### src/inc/pmc_defines.svh
`ifndef PMC_DEFINES_SVH
`define PMC_DEFINES_SVH

// ----------------------------------------------------------------------
// Register map
// ----------------------------------------------------------------------
// Byte offset of the pressure measurement configuration register.
`define PMC_CFG_ADDR 8'h06
// Reset value of the stored fields (bits 6 to 0).
`define PMC_CFG_RESET 7'h00
// Value that the reserved bit 7 always reads as.
`define PMC_RSVD_VAL 1'h0
// Position of the reserved bit.
`define PMC_RSVD_BIT 7
// Field positions inside the register.
`define PMC_RATE_MSB 6
`define PMC_RATE_LSB 4
`define PMC_OS_MSB 3
`define PMC_OS_LSB 0
// Data returned for an offset that this block does not own.
`define PMC_UNOWNED_DATA 8'h00

// ----------------------------------------------------------------------
// Conversion times, in units of 100 us, one per oversampling code
// ----------------------------------------------------------------------
`define PMC_T_OS1 36
`define PMC_T_OS2 52
`define PMC_T_OS4 84
`define PMC_T_OS8 148
`define PMC_T_OS16 276
`define PMC_T_OS32 532
`define PMC_T_OS64 1044
`define PMC_T_OS128 2068
// Number of 100 us units in one second.
`define PMC_UNITS_PER_SEC 10000
// Default clock rate in Hz.
`define PMC_CLK_HZ 20000000

`endif

### src/inc/pmc_pkg.sv
`default_nettype none

// ----------------------------------------------------------------------
// Types shared by the pressure measurement configuration design
// ----------------------------------------------------------------------
package pmc_pkg;

    // Measurement sequencing states.
    typedef enum logic [1:0] {
        PMC_IDLE,
        PMC_SINGLE,
        PMC_BACKGROUND
    } pmc_state_t;

    // State of the top module, apart from the timer and the check counters.
    typedef struct packed {
        logic [6:0] cfg;
        logic [7:0] rdata;
        logic [31:0] rate_cnt;
        logic start;
        logic [31:0] load;
        logic over;
        pmc_state_t st;
    } pmc_top_state_t;

    // Complete state of the conversion timer.
    typedef struct packed {
        logic [31:0] cnt;
        logic busy;
        logic done;
    } pmc_timer_state_t;

endpackage : pmc_pkg

`default_nettype wire

### src/design/pmc_conv_timer.sv
`timescale 1ns/1ps
`default_nettype none

// ----------------------------------------------------------------------
// Conversion timer: stays busy for exactly the loaded number of cycles
// ----------------------------------------------------------------------
module pmc_conv_timer
    import pmc_pkg::*;
(
    // Clock and reset.
    input wire logic sys_clk_i,
    input wire logic rst_n_i,
    // Start strobe and conversion length in cycles.
    input wire logic start_i,
    input wire logic [31:0] load_i,
    // Conversion status.
    output logic busy_o,
    output logic done_o
);

    pmc_timer_state_t s_reg; // Registered state.
    pmc_timer_state_t s_next; // Next state.

    // A start while busy is dropped, so a conversion is never cut short.
    always_comb
    begin
        s_next = s_reg;
        s_next.done = 1'b0;
        if (start_i && !s_reg.busy)
        begin
            // Load the full length; busy then stands for load_i cycles.
            s_next.cnt = load_i;
            s_next.busy = 1'b1;
        end
        else if (s_reg.busy)
        begin
            // Count down and finish on the last cycle of the window.
            s_next.cnt = s_reg.cnt - 32'h1;
            if (s_reg.cnt == 32'h1)
            begin
                s_next.busy = 1'b0;
                s_next.done = 1'b1;
            end
        end
    end

    // State register.
    always_ff @(posedge sys_clk_i or negedge rst_n_i)
    begin
        if (!rst_n_i)
        begin
            s_reg <= '0;
        end
        else
        begin
            s_reg <= s_next;
        end
    end

    assign busy_o = s_reg.busy;
    assign done_o = s_reg.done;

endmodule : pmc_conv_timer

`default_nettype wire

### src/design/pmc_top.sv
`timescale 1ns/1ps
`default_nettype none
`include "pmc_defines.svh"

module pmc_top
    import pmc_pkg::*;
#(
    parameter int unsigned CLK_HZ = `PMC_CLK_HZ // Shorten in simulation.
)
(
    // Clock and reset.
    input wire logic sys_clk_i,
    input wire logic rst_n_i,
    // Register access from the serial interface logic.
    input wire logic [7:0] reg_addr_i,
    input wire logic [7:0] reg_wdata_i,
    input wire logic reg_wr_i,
    input wire logic reg_rd_i,
    output logic [7:0] reg_rdata_o,
    // Operating mode from the mode control logic.
    input wire logic background_mode_i,
    input wire logic single_req_i,
    // Conversion control towards the measurement path.
    output logic conv_start_o,
    output logic conv_busy_o,
    output logic conv_done_o,
    output logic [2:0] rate_sel_o,
    output logic [3:0] oversample_sel_o,
    output logic budget_over_o
);

    // ------------------------------------------------------------------
    // Timing constants
    // ------------------------------------------------------------------
    // Cycles per 100 us unit, rounded up so no conversion runs short.
    localparam logic [31:0] CYC_PER_UNIT =
        32'((CLK_HZ + `PMC_UNITS_PER_SEC - 1) / `PMC_UNITS_PER_SEC);
    localparam logic [31:0] CYC_PER_SEC = 32'(CLK_HZ); // One second.

    // Conversion length in cycles for an oversampling code.
    function automatic logic [31:0] conv_cycles(input logic [2:0] code);
        logic [31:0] t;
        t = 32'h0;
        unique case (code)
            3'h0: t = 32'(`PMC_T_OS1);
            3'h1: t = 32'(`PMC_T_OS2);
            3'h2: t = 32'(`PMC_T_OS4);
            3'h3: t = 32'(`PMC_T_OS8);
            3'h4: t = 32'(`PMC_T_OS16);
            3'h5: t = 32'(`PMC_T_OS32);
            3'h6: t = 32'(`PMC_T_OS64);
            3'h7: t = 32'(`PMC_T_OS128);
        endcase
        return 32'(t * CYC_PER_UNIT);
    endfunction : conv_cycles

    // ------------------------------------------------------------------
    // State
    // ------------------------------------------------------------------
    pmc_top_state_t s_reg; // Registered state.
    pmc_top_state_t s_next; // Next state.
    logic timer_busy; // Conversion in progress.
    logic timer_done; // Conversion finished this cycle.
    logic [2:0] rate; // Current rate code.
    logic [2:0] os_eff; // Oversampling code actually used.
    logic [31:0] period; // Background period in cycles.
    logic launch_ok; // No conversion running or about to start.

    assign rate = s_reg.cfg[`PMC_RATE_MSB:`PMC_RATE_LSB];
    // Codes with bit 3 set are undefined; only the low three bits set the conversion length.
    assign os_eff = s_reg.cfg[`PMC_OS_MSB - 1:`PMC_OS_LSB];
    assign period = CYC_PER_SEC >> rate;
    assign launch_ok = !timer_busy && !s_reg.start;

    // ------------------------------------------------------------------
    // Next-state logic
    // ------------------------------------------------------------------
    always_comb
    begin
        s_next = s_reg;
        s_next.start = 1'b0;
        // Register write; bit 7 is dropped so it never stores.
        if (reg_wr_i && reg_addr_i == `PMC_CFG_ADDR)
        begin
            s_next.cfg = reg_wdata_i[`PMC_RATE_MSB:`PMC_OS_LSB];
        end
        // Read data is captured on the strobe and holds until the next one.
        if (reg_rd_i)
        begin
            if (reg_addr_i == `PMC_CFG_ADDR)
            begin
                s_next.rdata = {`PMC_RSVD_VAL, s_reg.cfg};
            end
            else
            begin
                s_next.rdata = `PMC_UNOWNED_DATA;
            end
        end
        // Flags a rate and oversampling pair that exceeds one second.
        s_next.over = ({32'h0, conv_cycles(os_eff)} << rate) >
            {32'h0, CYC_PER_SEC};
        unique case (s_reg.st)
            PMC_IDLE:
            begin
                s_next.rate_cnt = 32'h0;
                if (background_mode_i)
                begin
                    s_next.st = PMC_BACKGROUND;
                end
                else if (single_req_i && launch_ok)
                begin
                    // One conversion, independent of the rate field.
                    s_next.start = 1'b1;
                    s_next.load = conv_cycles(os_eff);
                    s_next.st = PMC_SINGLE;
                end
            end
            PMC_SINGLE:
            begin
                // Wait for the conversion to end before taking new work.
                if (timer_done)
                begin
                    s_next.st = PMC_IDLE;
                end
            end
            PMC_BACKGROUND:
            begin
                if (!background_mode_i)
                begin
                    // A conversion in flight still runs to its end.
                    s_next.st = PMC_IDLE;
                    s_next.rate_cnt = 32'h0;
                end
                else if (s_reg.rate_cnt >= period - 32'h1)
                begin
                    // Period over; a slot that finds the timer busy is
                    // skipped, which is what an over-budget setting costs.
                    s_next.rate_cnt = 32'h0;
                    if (launch_ok)
                    begin
                        s_next.start = 1'b1;
                        s_next.load = conv_cycles(os_eff);
                    end
                end
                else
                begin
                    s_next.rate_cnt = s_reg.rate_cnt + 32'h1;
                end
            end
        endcase
    end

    // ------------------------------------------------------------------
    // State register
    // ------------------------------------------------------------------
    always_ff @(posedge sys_clk_i or negedge rst_n_i)
    begin
        if (!rst_n_i)
        begin
            s_reg <= '0;
            s_reg.cfg <= `PMC_CFG_RESET;
            s_reg.st <= PMC_IDLE;
        end
        else
        begin
            s_reg <= s_next;
        end
    end

    // ------------------------------------------------------------------
    // Conversion timer
    // ------------------------------------------------------------------
    pmc_conv_timer u_pmc_conv_timer (
        .sys_clk_i(sys_clk_i),
        .rst_n_i(rst_n_i),
        .start_i(s_reg.start),
        .load_i(s_reg.load),
        .busy_o(timer_busy),
        .done_o(timer_done)
    );

    assign reg_rdata_o = s_reg.rdata;
    assign conv_start_o = s_reg.start;
    assign conv_busy_o = timer_busy;
    assign conv_done_o = timer_done;
    assign rate_sel_o = rate;
    assign oversample_sel_o = s_reg.cfg[`PMC_OS_MSB:`PMC_OS_LSB];
    assign budget_over_o = s_reg.over;

    // ------------------------------------------------------------------
    // Checks
    // ------------------------------------------------------------------
    logic [31:0] busy_len; // Length of the current busy window.
    logic [31:0] gap_cnt; // Cycles since the last conversion start.
    logic bg_prev_start; // A background start has been seen.

    // Helper counters read only by the checks below.
    always_ff @(posedge sys_clk_i or negedge rst_n_i)
    begin
        if (!rst_n_i)
        begin
            busy_len <= 32'h0;
            gap_cnt <= 32'h0;
            bg_prev_start <= 1'b0;
        end
        else
        begin
            busy_len <= timer_busy ? busy_len + 32'h1 : 32'h0;
            gap_cnt <= conv_start_o ? 32'h1 : gap_cnt + 32'h1;
            if (s_reg.st != PMC_BACKGROUND)
            begin
                bg_prev_start <= 1'b0;
            end
            else if (conv_start_o)
            begin
                bg_prev_start <= 1'b1;
            end
        end
    end
endmodule : pmc_top

`default_nettype wire

### config.mk
export PLATFORM = sky130hd
export DESIGN_NAME = pmc_top
export DESIGN_NICKNAME = d
export VERILOG_FILES = /design/src/inc/pmc_pkg.sv /design/src/design/pmc_conv_timer.sv /design/src/design/pmc_top.sv
export VERILOG_INCLUDE_DIRS = /design/src /design/src/inc
export SDC_FILE = /design/constraint.sdc
export NUM_CORES = 1
export LEC_CHECK = 0
export BUFFER_PORTS_ARGS = -buffer_cell sky130_fd_sc_hd__buf_2
export CORE_MARGIN = 2
export CORE_UTILIZATION = 50
export CTS_BUF_LIST = sky130_fd_sc_hd__clkbuf_2
export DETAILED_ROUTE_END_ITERATION = 6
export PLACE_DENSITY = 0.67
export SYNTH_ARGS = -nofsm -noshare
export SYNTH_HDL_FRONTEND = slang
export SYNTH_SLANG_ARGS = --single-unit
### constraint.sdc
create_clock -name sys_clk_i -period 7.4 [get_ports sys_clk_i]
set_clock_uncertainty 0.1 [all_clocks]
set_input_delay 0.37 -clock sys_clk_i [delete_from_list [all_inputs] [get_ports sys_clk_i]]
set_output_delay 0.37 -clock sys_clk_i [all_outputs]
set_load 0.02 [all_outputs]
# ---- Yosys cells after proc, flatten, opt, wreduce, memory -nomap -nowiden
# Memory sizes are Yosys's and may differ from the RTL's.
# Index checks and enable logic that the tools add are counted.
dict set report totals {
  reg_bits 117
  latchBits 0
  mem_bits_rw 0
  mem_bits_ro 192
  input_bits 22
  output_inout_bits 19
  word_cells 71
  mem_count 3
}
# memory words word_bits rd rd_clocked_by_memory_dff wr line
set mem_list {}
lappend mem_list {{(no name shown)} 8 8 1 0 0 pmc_top.sv:44} ;# unique case (code)
lappend mem_list {{(no name shown)} 8 8 1 0 0 pmc_top.sv:44}
lappend mem_list {{(no name shown)} 8 8 1 0 0 pmc_top.sv:44}
dict set report op_classes {
  add_sub_neg 3
  n_mul 3
  n_div 0
  order_cmp 2
  eq_ne 12
  n_shift 2
  mux 25
  n_bitwise 0
  reduce_logical 11
}
# operator count
set ops {}
lappend ops {{2-to-1 mux 32 bit} 9}
lappend ops {{2-to-1 mux 33 bit} 6}
lappend ops {{case mux 65 bit (2 select lines)} 1}
lappend ops {{multiplier 32 x 7 -> 28 bit, second input constant} 3}
lappend ops {{greater-than comparator 64 x 25 -> 1 bit, second input constant} 1}
lappend ops {{<< shifter 32 x 3 -> 64 bit} 1}
lappend ops {{subtractor 32 x 1 -> 32 bit, second input constant} 2}
lappend ops {{2-to-1 mux 34 bit} 1}
lappend ops {{adder 32 x 1 -> 32 bit, second input constant} 1}
lappend ops {{equality test 32 x 1 -> 1 bit, second input constant} 1}
lappend ops {{greater-or-equal comparator 32 bit} 1}
lappend ops {{>> shifter 25 x 3 -> 32 bit, first input constant} 1}
lappend ops {{inequality test 2 bit, second input constant} 6}
lappend ops {{2-to-1 mux 2 bit} 5}
lappend ops {{equality test 8 x 3 -> 1 bit, second input constant} 1}
lappend ops {{2-to-1 mux 7 bit} 1}
lappend ops {{case mux 2 bit (3 select lines)} 1}
lappend ops {{AND reduction 6 bit} 1}
lappend ops {{logical AND 1 bit} 4}
lappend ops {{nonzero test 2 bit} 2}
lappend ops {{inequality test 3 bit, second input constant} 1}
lappend ops {{AND reduction 3 bit} 1}
lappend ops {{equality test 2 x 1 -> 1 bit, second input constant} 1}
lappend ops {{equality test 2 bit, second input constant} 1}
lappend ops {{4 further kinds} 5}

# ---- Longest topological paths before layout
# Gate-level depths: netlist (run 1).
dict set report depth {
  depth_word 11
  ltp_mapped 22
  ltp_nobuf 20
}

# ---- Modules after synthesis
# Synthesis (run 1) repeated with hierarchy kept, for this count alone.
dict set report unflattened {
  cells_unflattened 959
  hier_area_um2 8420.6
}
# module n_inst cells_per_inst area_per_inst_um2 seq_area_each_um2
set by_module_without_submodules {}
lappend by_module_without_submodules {pmc_top 1 719 6313.6 1701.6}
lappend by_module_without_submodules {pmc_conv_timer 1 240 2107.0 850.8}

# ---- Least setup slack after synthesis (run 1)
# No wires, ideal clock.
dict set report synth_timing {
  path_type {register to register}
  startpoint {register s_reg, in the netlist oversample_sel_o[1]}
  endpoint {register s_reg, in the netlist budget_over_o}
  setup_time_ns 0.126
  arrival_ns 5.258
  t_required_ns 7.174
  setup_slack_ns 1.915
  path_stages_with_launch 22
  n_path_buf 1
  synth_period_minus_slack_ns 5.485
  path_cell_list {dfrtp_1 clkbuf_1 nor2b_1 nor2b_1 inv_1 fa_1 xnor2_1 ha_1 a21oi_1 fa_1 fa_1 inv_1 ha_1 a2111oi_0 o21ai_1 and4_1 o211a_1 a2111oi_2 a221oi_1 a21oi_1 a21oi_1 a311o_1}
}
# item line
set synth_rtl {}
lappend synth_rtl {{start: declaration} pmc_top.sv:60} ;# pmc_top_state_t s_reg;
lappend synth_rtl {{start signal: assignment} pmc_top.sv:166} ;# s_reg <= s_next;

==> summary.md, run 1 <==
| Metric | Value |
|---|---|
| Core area | approximately 16,000 um2 |
| Die Ht | between 100 and 150 um |
| CTS Buffer Depth | 2 |
| Post-layout util | 53.7% |
| Finished Cell Area | between 8000 and 9000 um2 |
| Met2 WL | between 7 and 8 mm |
| Largest cells by area after synthesis | dfrtp_1 (31%), ha_1 (11%), fa_1 (4.3%) |
| Global-route wire length before repair | 29.3 mm |
| CP arrival | 6.37 ns |
| Drt first pass iters | 6 |
| Predominant post-synthesis flop cell | dfrtp_1 |
| Max_slew headroom | slightly below 20% |
| Clock buffer count from CTS | 9 |
| Clock Latency Late Sink | between 0.6 and 0.7 ns |
| Synthesized area | between 8000 and 9000 um2 |
| CTS resizes | 0 |
| Cell with the most instances after synthesis | dfrtp_1 |
| Max Transition Viols Final | 0 |
| Internal power | between 0.001 and 0.0015 W |
| Post-CTS Setup Bufs | 0 |
| Reg power frac | 39.9% |
| EDFF count, synth | 0 |
| Initial DRC Count | 330 |
| CP endpoint kind | flip-flop |
| Initial antenna violation count | 1 |
| # setup viols final | 0 |
| Metal3 WL | just under 500 um |
| CTS clk-pin slew, worst paths | around 0.33 ns |
| Fin crit period | ~5.9 ns |
| Drt drc | 0 |
| Placement Cell Area | ~8600 um2 |
| Tot Pwr | slightly below 0.002 W |
| Post-synth top cells | dfrtp_1 (102), nand2_1 (85), ha_1 (76) |
| Vias | between 6,000 and 7,000 |
| Sw Ratio | 42.0% |
| Final setup TNS | 0 ns |
| Crit share post-route | roughly 80% |
| Post-Syn Area per Cell | between 9 and 10 um2 |
| Post-Synthesis Cells | approximately 920 |
| Die ar. | 17,600 um2 |
| P_sw | 0.000812 W |
| Layout cells sized above 1 | 12.3% |
| Area leader, netlist | dfrtp_1 |
| Static leakage | 4.08 nW |
| Num rows | between 40 and 50 |
| Cell area power density | approximately 220 nW/um2 |
| Largest net degree at the start of global routing | 67 |
| Final #Nets | ~1,000 |
| Port bufs | 38 |
| Fmax achieved | about 170 MHz |
| IO Pins | between 40 and 50 |
| Initial Util | around half |
| CP max FO | 17 |
| ANT nets after route | 0 |
| H-tree levels | 3 |
| Vias in the first global route | roughly 6,000 |
| CTS tree | done |
| Final Hold Viols | 0 |
| YS warnings | 0 |
| Max-cap violations | 0 |
| Seq cells post-synth | approximately 100 |
| Sequential fraction of the synthesis area | a little under a third |
| Fillers | around 1,500 |
| Total GRT Usage | about 20% |
| Status | finished, final reports clean |
| Final RePlAce weighted congestion | 0.824 |
| DP HPWL | roughly 12 mm |
| Setup CP Type | flip-flop to flip-flop |
| CTS sink cnt | 102 |
| Top layer in use | met4 |
| Die X | between 100 and 150 um |
| Synth top area share | roughly 30% |
| Tightest Pin Transition | around 1.2 ns |
| Clk pwr share | roughly 16% |
| Worst setup SP type | flip-flop |
| Async SR Flop Fraction | 100% |
| Aggregate routed wire length | 16.8 mm |
| Gate power share | 44.4% |
| Routed vias/inst | roughly 5.5 |
| RSZ-0062 raised after global routing | no |
| DR WL/cell | around 15 um |
| Gr ovfl total | 0 |
| VDD IR max | 0.144 mV |
| CTS root buf | clkbuf_2 |
| Max FFs per register | 52 |
| Area grow syn2layout | 6.33% |
| Met1 wire length | between 8 and 9 mm |
| Worst EP required | between 7 and 8 ns |
| Post-synth cell types | a little under 80 |
| Worst hold path class | input pin to asynchronous set/reset pin |
[critical path: stages, from the launching register on]
cell       delay (ns)
dfrtp_1          0.64
nor3_2           0.63
fa_1             0.57
xnor2_1          0.15
ha_1             0.18
a21oi_1          0.16
fa_1             0.46
fa_1             0.54
inv_1            0.04
ha_1             0.33
a2111oi_0        0.39
o21ai_1          0.18
and4_1           0.26
o211a_1          0.25
a2111oi_2        0.39
a221oi_1         0.11
a21oi_1          0.14
a21oi_1          0.08
a311o_1          0.27
[through the flow]
stage | setup WS (ns) | instances | hold slack (ns)
after floorplan | 1.92 | 920 | -0.0256
after global placement | 1.54 | 1131 | 0.269
after detailed placement | 1.47 | 1131 | 0.268
after CTS | 1.50 | 1158 | 0.0479
after global routing | 1.13 | 1159 | 0.0580
final | 1.51 | 1159 | 0.0579
[power by group through the flow]
| stage | Combinational [W] | Clock (W) | Sequential, W |
|---|---|---|---|
| after floorplan | 0.000694 | 0 | 0.000753 |
| after global placement | 0.000831 | 0 | 0.000779 |
| after detailed placement | 0.000852 | 0 | 0.000781 |
| after CTS | 0.000860 | 0.000314 | 0.000772 |
| after global routing | 0.000974 | 0.000334 | 0.000790 |
| final | 0.000857 | 0.000302 | 0.000771 |
[cell type report]
class                   instances  area (um2)  share of cell area [%]
inverters                      70         263                    2.98
well taps                     220         275                    3.12
diodes                          1        2.50                  0.0284
multi-input cells             692        5210                    59.2
clock inverters                 7        88.8                    1.01
repair buffers                 58         370                    4.20
clock buffers                   9        45.0                   0.511
flip-flops and latches        102        2550                    29.0
[layer usage]
metal	track usage (%)	vias to the layer above
li1	-	3270
met1	27.9	3044
met2	32.6	94
met3	3.56	12
met4	3.88	0
met5	0	-
[cell families (layout without fill, tap and decap cells)]
group | Yosys count | after routing | share of synthesized area [%]
adder cells (fa/ha/maj) | 94 | 94 | 15.8
multiplexers | 60 | 60 | 8.26
other | 2 | 6 | 0.0906
AND/OR/NAND/NOR | 279 | 279 | 17.3
AO/OA/AOI/OAI | 209 | 209 | 16.5
flip-flops | 102 | 102 | 30.8
XOR/XNOR | 45 | 45 | 4.76
buffers and inverters | 126 | 144 | 6.51
[cells in the final DEF (no fill, tap or decap), types with 12 or more instances in the layout]
master	netlist	routed
fa_1	18	18
buf_2	8	37
xnor2_1	31	31
nor2_1	50	49
nand4_1	12	12
inv_1	67	67
mux2_2	24	24
nor2b_1	21	21
a21o_1	15	15
nand2_1	85	85
mux2i_1	31	31
nor3_1	15	14
a21oi_1	60	60
o21ai_0	41	41
ha_1	76	76
dfrtp_1	102	102
nand3_1	28	28
xor2_1	14	14
[what timing repair did]
| item | 4_1_cts | 5_1_grt |
|---|---|---|
| endpoints found under the setup margin | 0 | 0 |
| hold buffers | 11 | 0 |
| endpoints found under the hold margin | 53 | 0 |
[path summary, 6_finish.rpt]
| check | from | to | slack, ns | cells past startpoint |
|---|---|---|---|---|
| worst min register to register | s_reg[9]$_DFFE_PN0P_ | s_reg[9]$_DFFE_PN0P_ | 0.43 | 1 |
| worst max register to register | oversample_sel_o[2]$_DFFE_PN0P_ | budget_over_o$_DFF_PN0_ | 1.51 | 18 |
| max in group asynchronous | rst_n_i | s_reg[17]$_DFFE_PN0P_ | 5.94 | 3 |
| min in group sys_clk_i | reg_addr_i[5] | reg_rdata_o[3]$_DFFE_PN0P_ | 0.09 | 4 |
| worst max-delay path | oversample_sel_o[2]$_DFFE_PN0P_ | budget_over_o$_DFF_PN0_ | 1.51 | 18 |
| worst min-delay path | rst_n_i | s_reg[47]$_DFFE_PN0P_ | 0.06 | 2 |
Power figures use the tool's default switching activity.
==> run 2, diff against run 1 <==
clock period = 6.1 ns   (was 7.4 ns; I/O delays follow)
==> summary.md, run 2 (same netlist as run 1, synthesis figures left out) <==
| Metric | Value |
|---|---|
| Static leakage | 4.15 nW (was 4.08 nW) |
| Initial DRC Count | 355 (was 330) |
| Vias in the first global route | 6,297 (was 6,124) |
| Fmax achieved | 177 MHz (was 170 MHz) |
| VDD IR max | 0.220 mV (was 0.144 mV) |
| CP max FO | 10 (was 17) |
| Final setup TNS | 0 ns (unchanged) |
| Finished Cell Area | 8920 um2 (was 8810 um2) |
| ANT nets after route | 0 (unchanged) |
| R2R Setup Slk | 0.44 ns (was 1.51 ns) |
| Most frequent cells in the layout | dfrtp_1 (101), nand2_1 (85), ha_1 (76) (was dfrtp_1 (102), nand2_1 (85), ha_1 (76)) |
| Largest net degree at the start of global routing | 69 (was 67) |
| Area grow syn2layout | 7.67% (was 6.33%) |
| Initial antenna violation count | 1 (unchanged) |
| Vias | 6,528 (was 6,420) |
| CTS sink cnt | 102 (unchanged) |
| DR WL/cell | 14.5 um (about the same) |
| Layout cells sized above 1 | 12.8% (was 12.3%) |
| Status | finished, final reports clean (unchanged) |
| # setup viols final | 0 (unchanged) |
| Worst EP required | 6.57 ns (was 7.88 ns) |
| Worst Reg-to-Reg Cells | 20 (was 18) |
| Cell area power density | 257 nW/um2 (was 219 nW/um2) |
| Die ar. | 17,600 um2 (unchanged) |
| Tot Pwr | 0.00230 W (was 0.00193 W) |
| Most common cell after layout, fill and taps aside | dfrtp_1 (unchanged) |
| Worst setup SP type | flip-flop (unchanged) |
| Setup CP Type | flip-flop to flip-flop (unchanged) |
| CTS tree | done (unchanged) |
| Total GRT Usage | 20.3% (was 19.9%) |
| Global-route wire length before repair | 29.9 mm (was 29.3 mm) |
| Final RePlAce weighted congestion | 0.838 (was 0.824) |
| Clock Latency Late Sink | 0.64 ns (was 0.65 ns) |
| CP arrival | 6.13 ns (was 6.37 ns) |
| Post-Layout Cell Count | 1,174 (was 1,159) |
| Die X | 133 um (unchanged) |
| Fillers | 1,541 (was 1,523) |
| Port bufs | 38 (unchanged) |
| Tightest Pin Transition | 0.962 ns (was 1.21 ns) |
| Max_slew headroom | 35.5% (was 19.4%) |
| Fin crit period | 5.66 ns (was 5.89 ns) |
| IO Pins | 41 (unchanged) |
| FF-to-FF Start | oversample_sel_o[1]$_DFFE_PN0P_ (was oversample_sel_o[2]$_DFFE_PN0P_) |
| Aggregate routed wire length | 17.0 mm (was 16.8 mm) |
| Crit path from | oversample_sel_o[1]$_DFFE_PN0P_ (was oversample_sel_o[2]$_DFFE_PN0P_) |
| Max-cap violations | 0 (unchanged) |
| Routed vias/inst | 5.56 (was 5.54) |
| CTS root buf | clkbuf_2 (unchanged) |
| Final Hold Viols | 0 (unchanged) |
| Num rows | 47 (unchanged) |
| Gr ovfl total | 0 (unchanged) |
| H-tree levels | 3 (unchanged) |
| CTS Buffer Depth | 2 (unchanged) |
| Placement Cell Area | 8590 um2 (was 8560 um2) |
| DP HPWL | 12.4 mm (was 12.3 mm) |
| Initial Util | 50.5% (unchanged) |
| Clock buffer count from CTS | 9 (unchanged) |
| CTS clk-pin slew, worst paths | 0.30 ns (was 0.33 ns) |
| Worst hold path class | input pin to flip-flop (was input pin to asynchronous set/reset pin) |
| Setup crit end | budget_over_o$_DFF_PN0_ (unchanged) |
| Drt first pass iters | 5 (was 6) |
| Die Ht | 133 um (unchanged) |
| CP endpoint kind | flip-flop (unchanged) |
| RSZ-0062 raised after global routing | no (unchanged) |
| Core area | 16,400 um2 (unchanged) |
| Crit share post-route | 92.7% (was 79.7%) |
| Max FFs per register | 52 (unchanged) |
| Final #Nets | 1,064 (was 1,049) |
| Max Transition Viols Final | 0 (unchanged) |
| Drt drc | 0 (unchanged) |
| Placed Cells | 1,134 (was 1,131) |
| Worst r2r dst | budget_over_o$_DFF_PN0_ (unchanged) |
## run 2: through the flow
stage | utilization [%] | worst slack, ns | hold slack [ns]
6_report | 54.4 | 0.444 | 0.229
5_1_grt | 54.4 | 0.0119 | 0.234
3_5_place_dp | 52.3 | 0.300 | 0.186
2_1_floorplan | - | 0.615 | -0.0906
3_3_place_gp | 52.3 | 0.349 | 0.187
4_1_cts | 54.2 | 0.265 | 0.186
## run 2: timing repair
item | in CTS | in global routing
hold endpoints to repair | 51 | 0
setup buffers | 0 | 3
setup endpoints to repair | 0 | 1
gates resized for setup | 0 | 1
hold buffers | 20 | 0
## run 2: power breakdown
group	internal, W	leakage (nW)	switching (W)	total (W)
registers	0.000800	1.34	0.000129	0.000929
clock network	0.0000604	0.0643	0.000252	0.000312
logic	0.000463	2.75	0.000591	0.00105
total	0.00132	4.15	0.000972	0.00230
## run 2: worst max-delay path: stages, from the launching register on
cell	delay, ns
dfrtp_2	0.51
nor2b_1	0.20
nor2b_1	0.21
inv_1	0.11
fa_1	0.51
xnor2_1	0.15
ha_1	0.17
a21oi_1	0.15
fa_1	0.46
fa_1	0.54
inv_1	0.04
ha_1	0.33
a2111oi_0	0.41
o21ai_1	0.19
and4_1	0.26
o211a_1	0.25
a2111oi_2	0.39
a221oi_1	0.12
a21oi_1	0.14
a21oi_1	0.08
a311o_1	0.27
## run 2: layout make-up
class	instances	area, um2	share of cell area (%)
inverters	70	263	2.94
clock buffers	9	45.0	0.505
well taps	220	275	3.09
multi-input cells	692	5210	58.4
clock inverters	7	53.8	0.603
flip-flops and latches	102	2550	28.6
diodes	1	2.50	0.0280
repair buffers	73	515	5.78
## run 2: worst min-delay path by stage
stage             start                         endpoint  slack, ns  depth (start not counted)
6_report       reg_wr_i  oversample_sel_o[3]$_DFFE_PN0P_       0.23                          3
5_1_grt        reg_wr_i  oversample_sel_o[3]$_DFFE_PN0P_       0.23                          3
4_1_cts        reg_wr_i  oversample_sel_o[3]$_DFFE_PN0P_       0.19                          3
3_5_place_dp    rst_n_i            s_reg[66]$_DFFE_PN0P_       0.19                          1
3_3_place_gp    rst_n_i            s_reg[63]$_DFFE_PN0P_       0.19                          1
2_1_floorplan   rst_n_i          budget_over_o$_DFF_PN0_      -0.09                          0
## run 2: per-layer routing
metal  GRT usage, %  part of all wire [%]
met3           3.41                   2.7
met2           33.2                    46
met5              0                     0
met4           4.36                  0.93
met1           28.4                    50
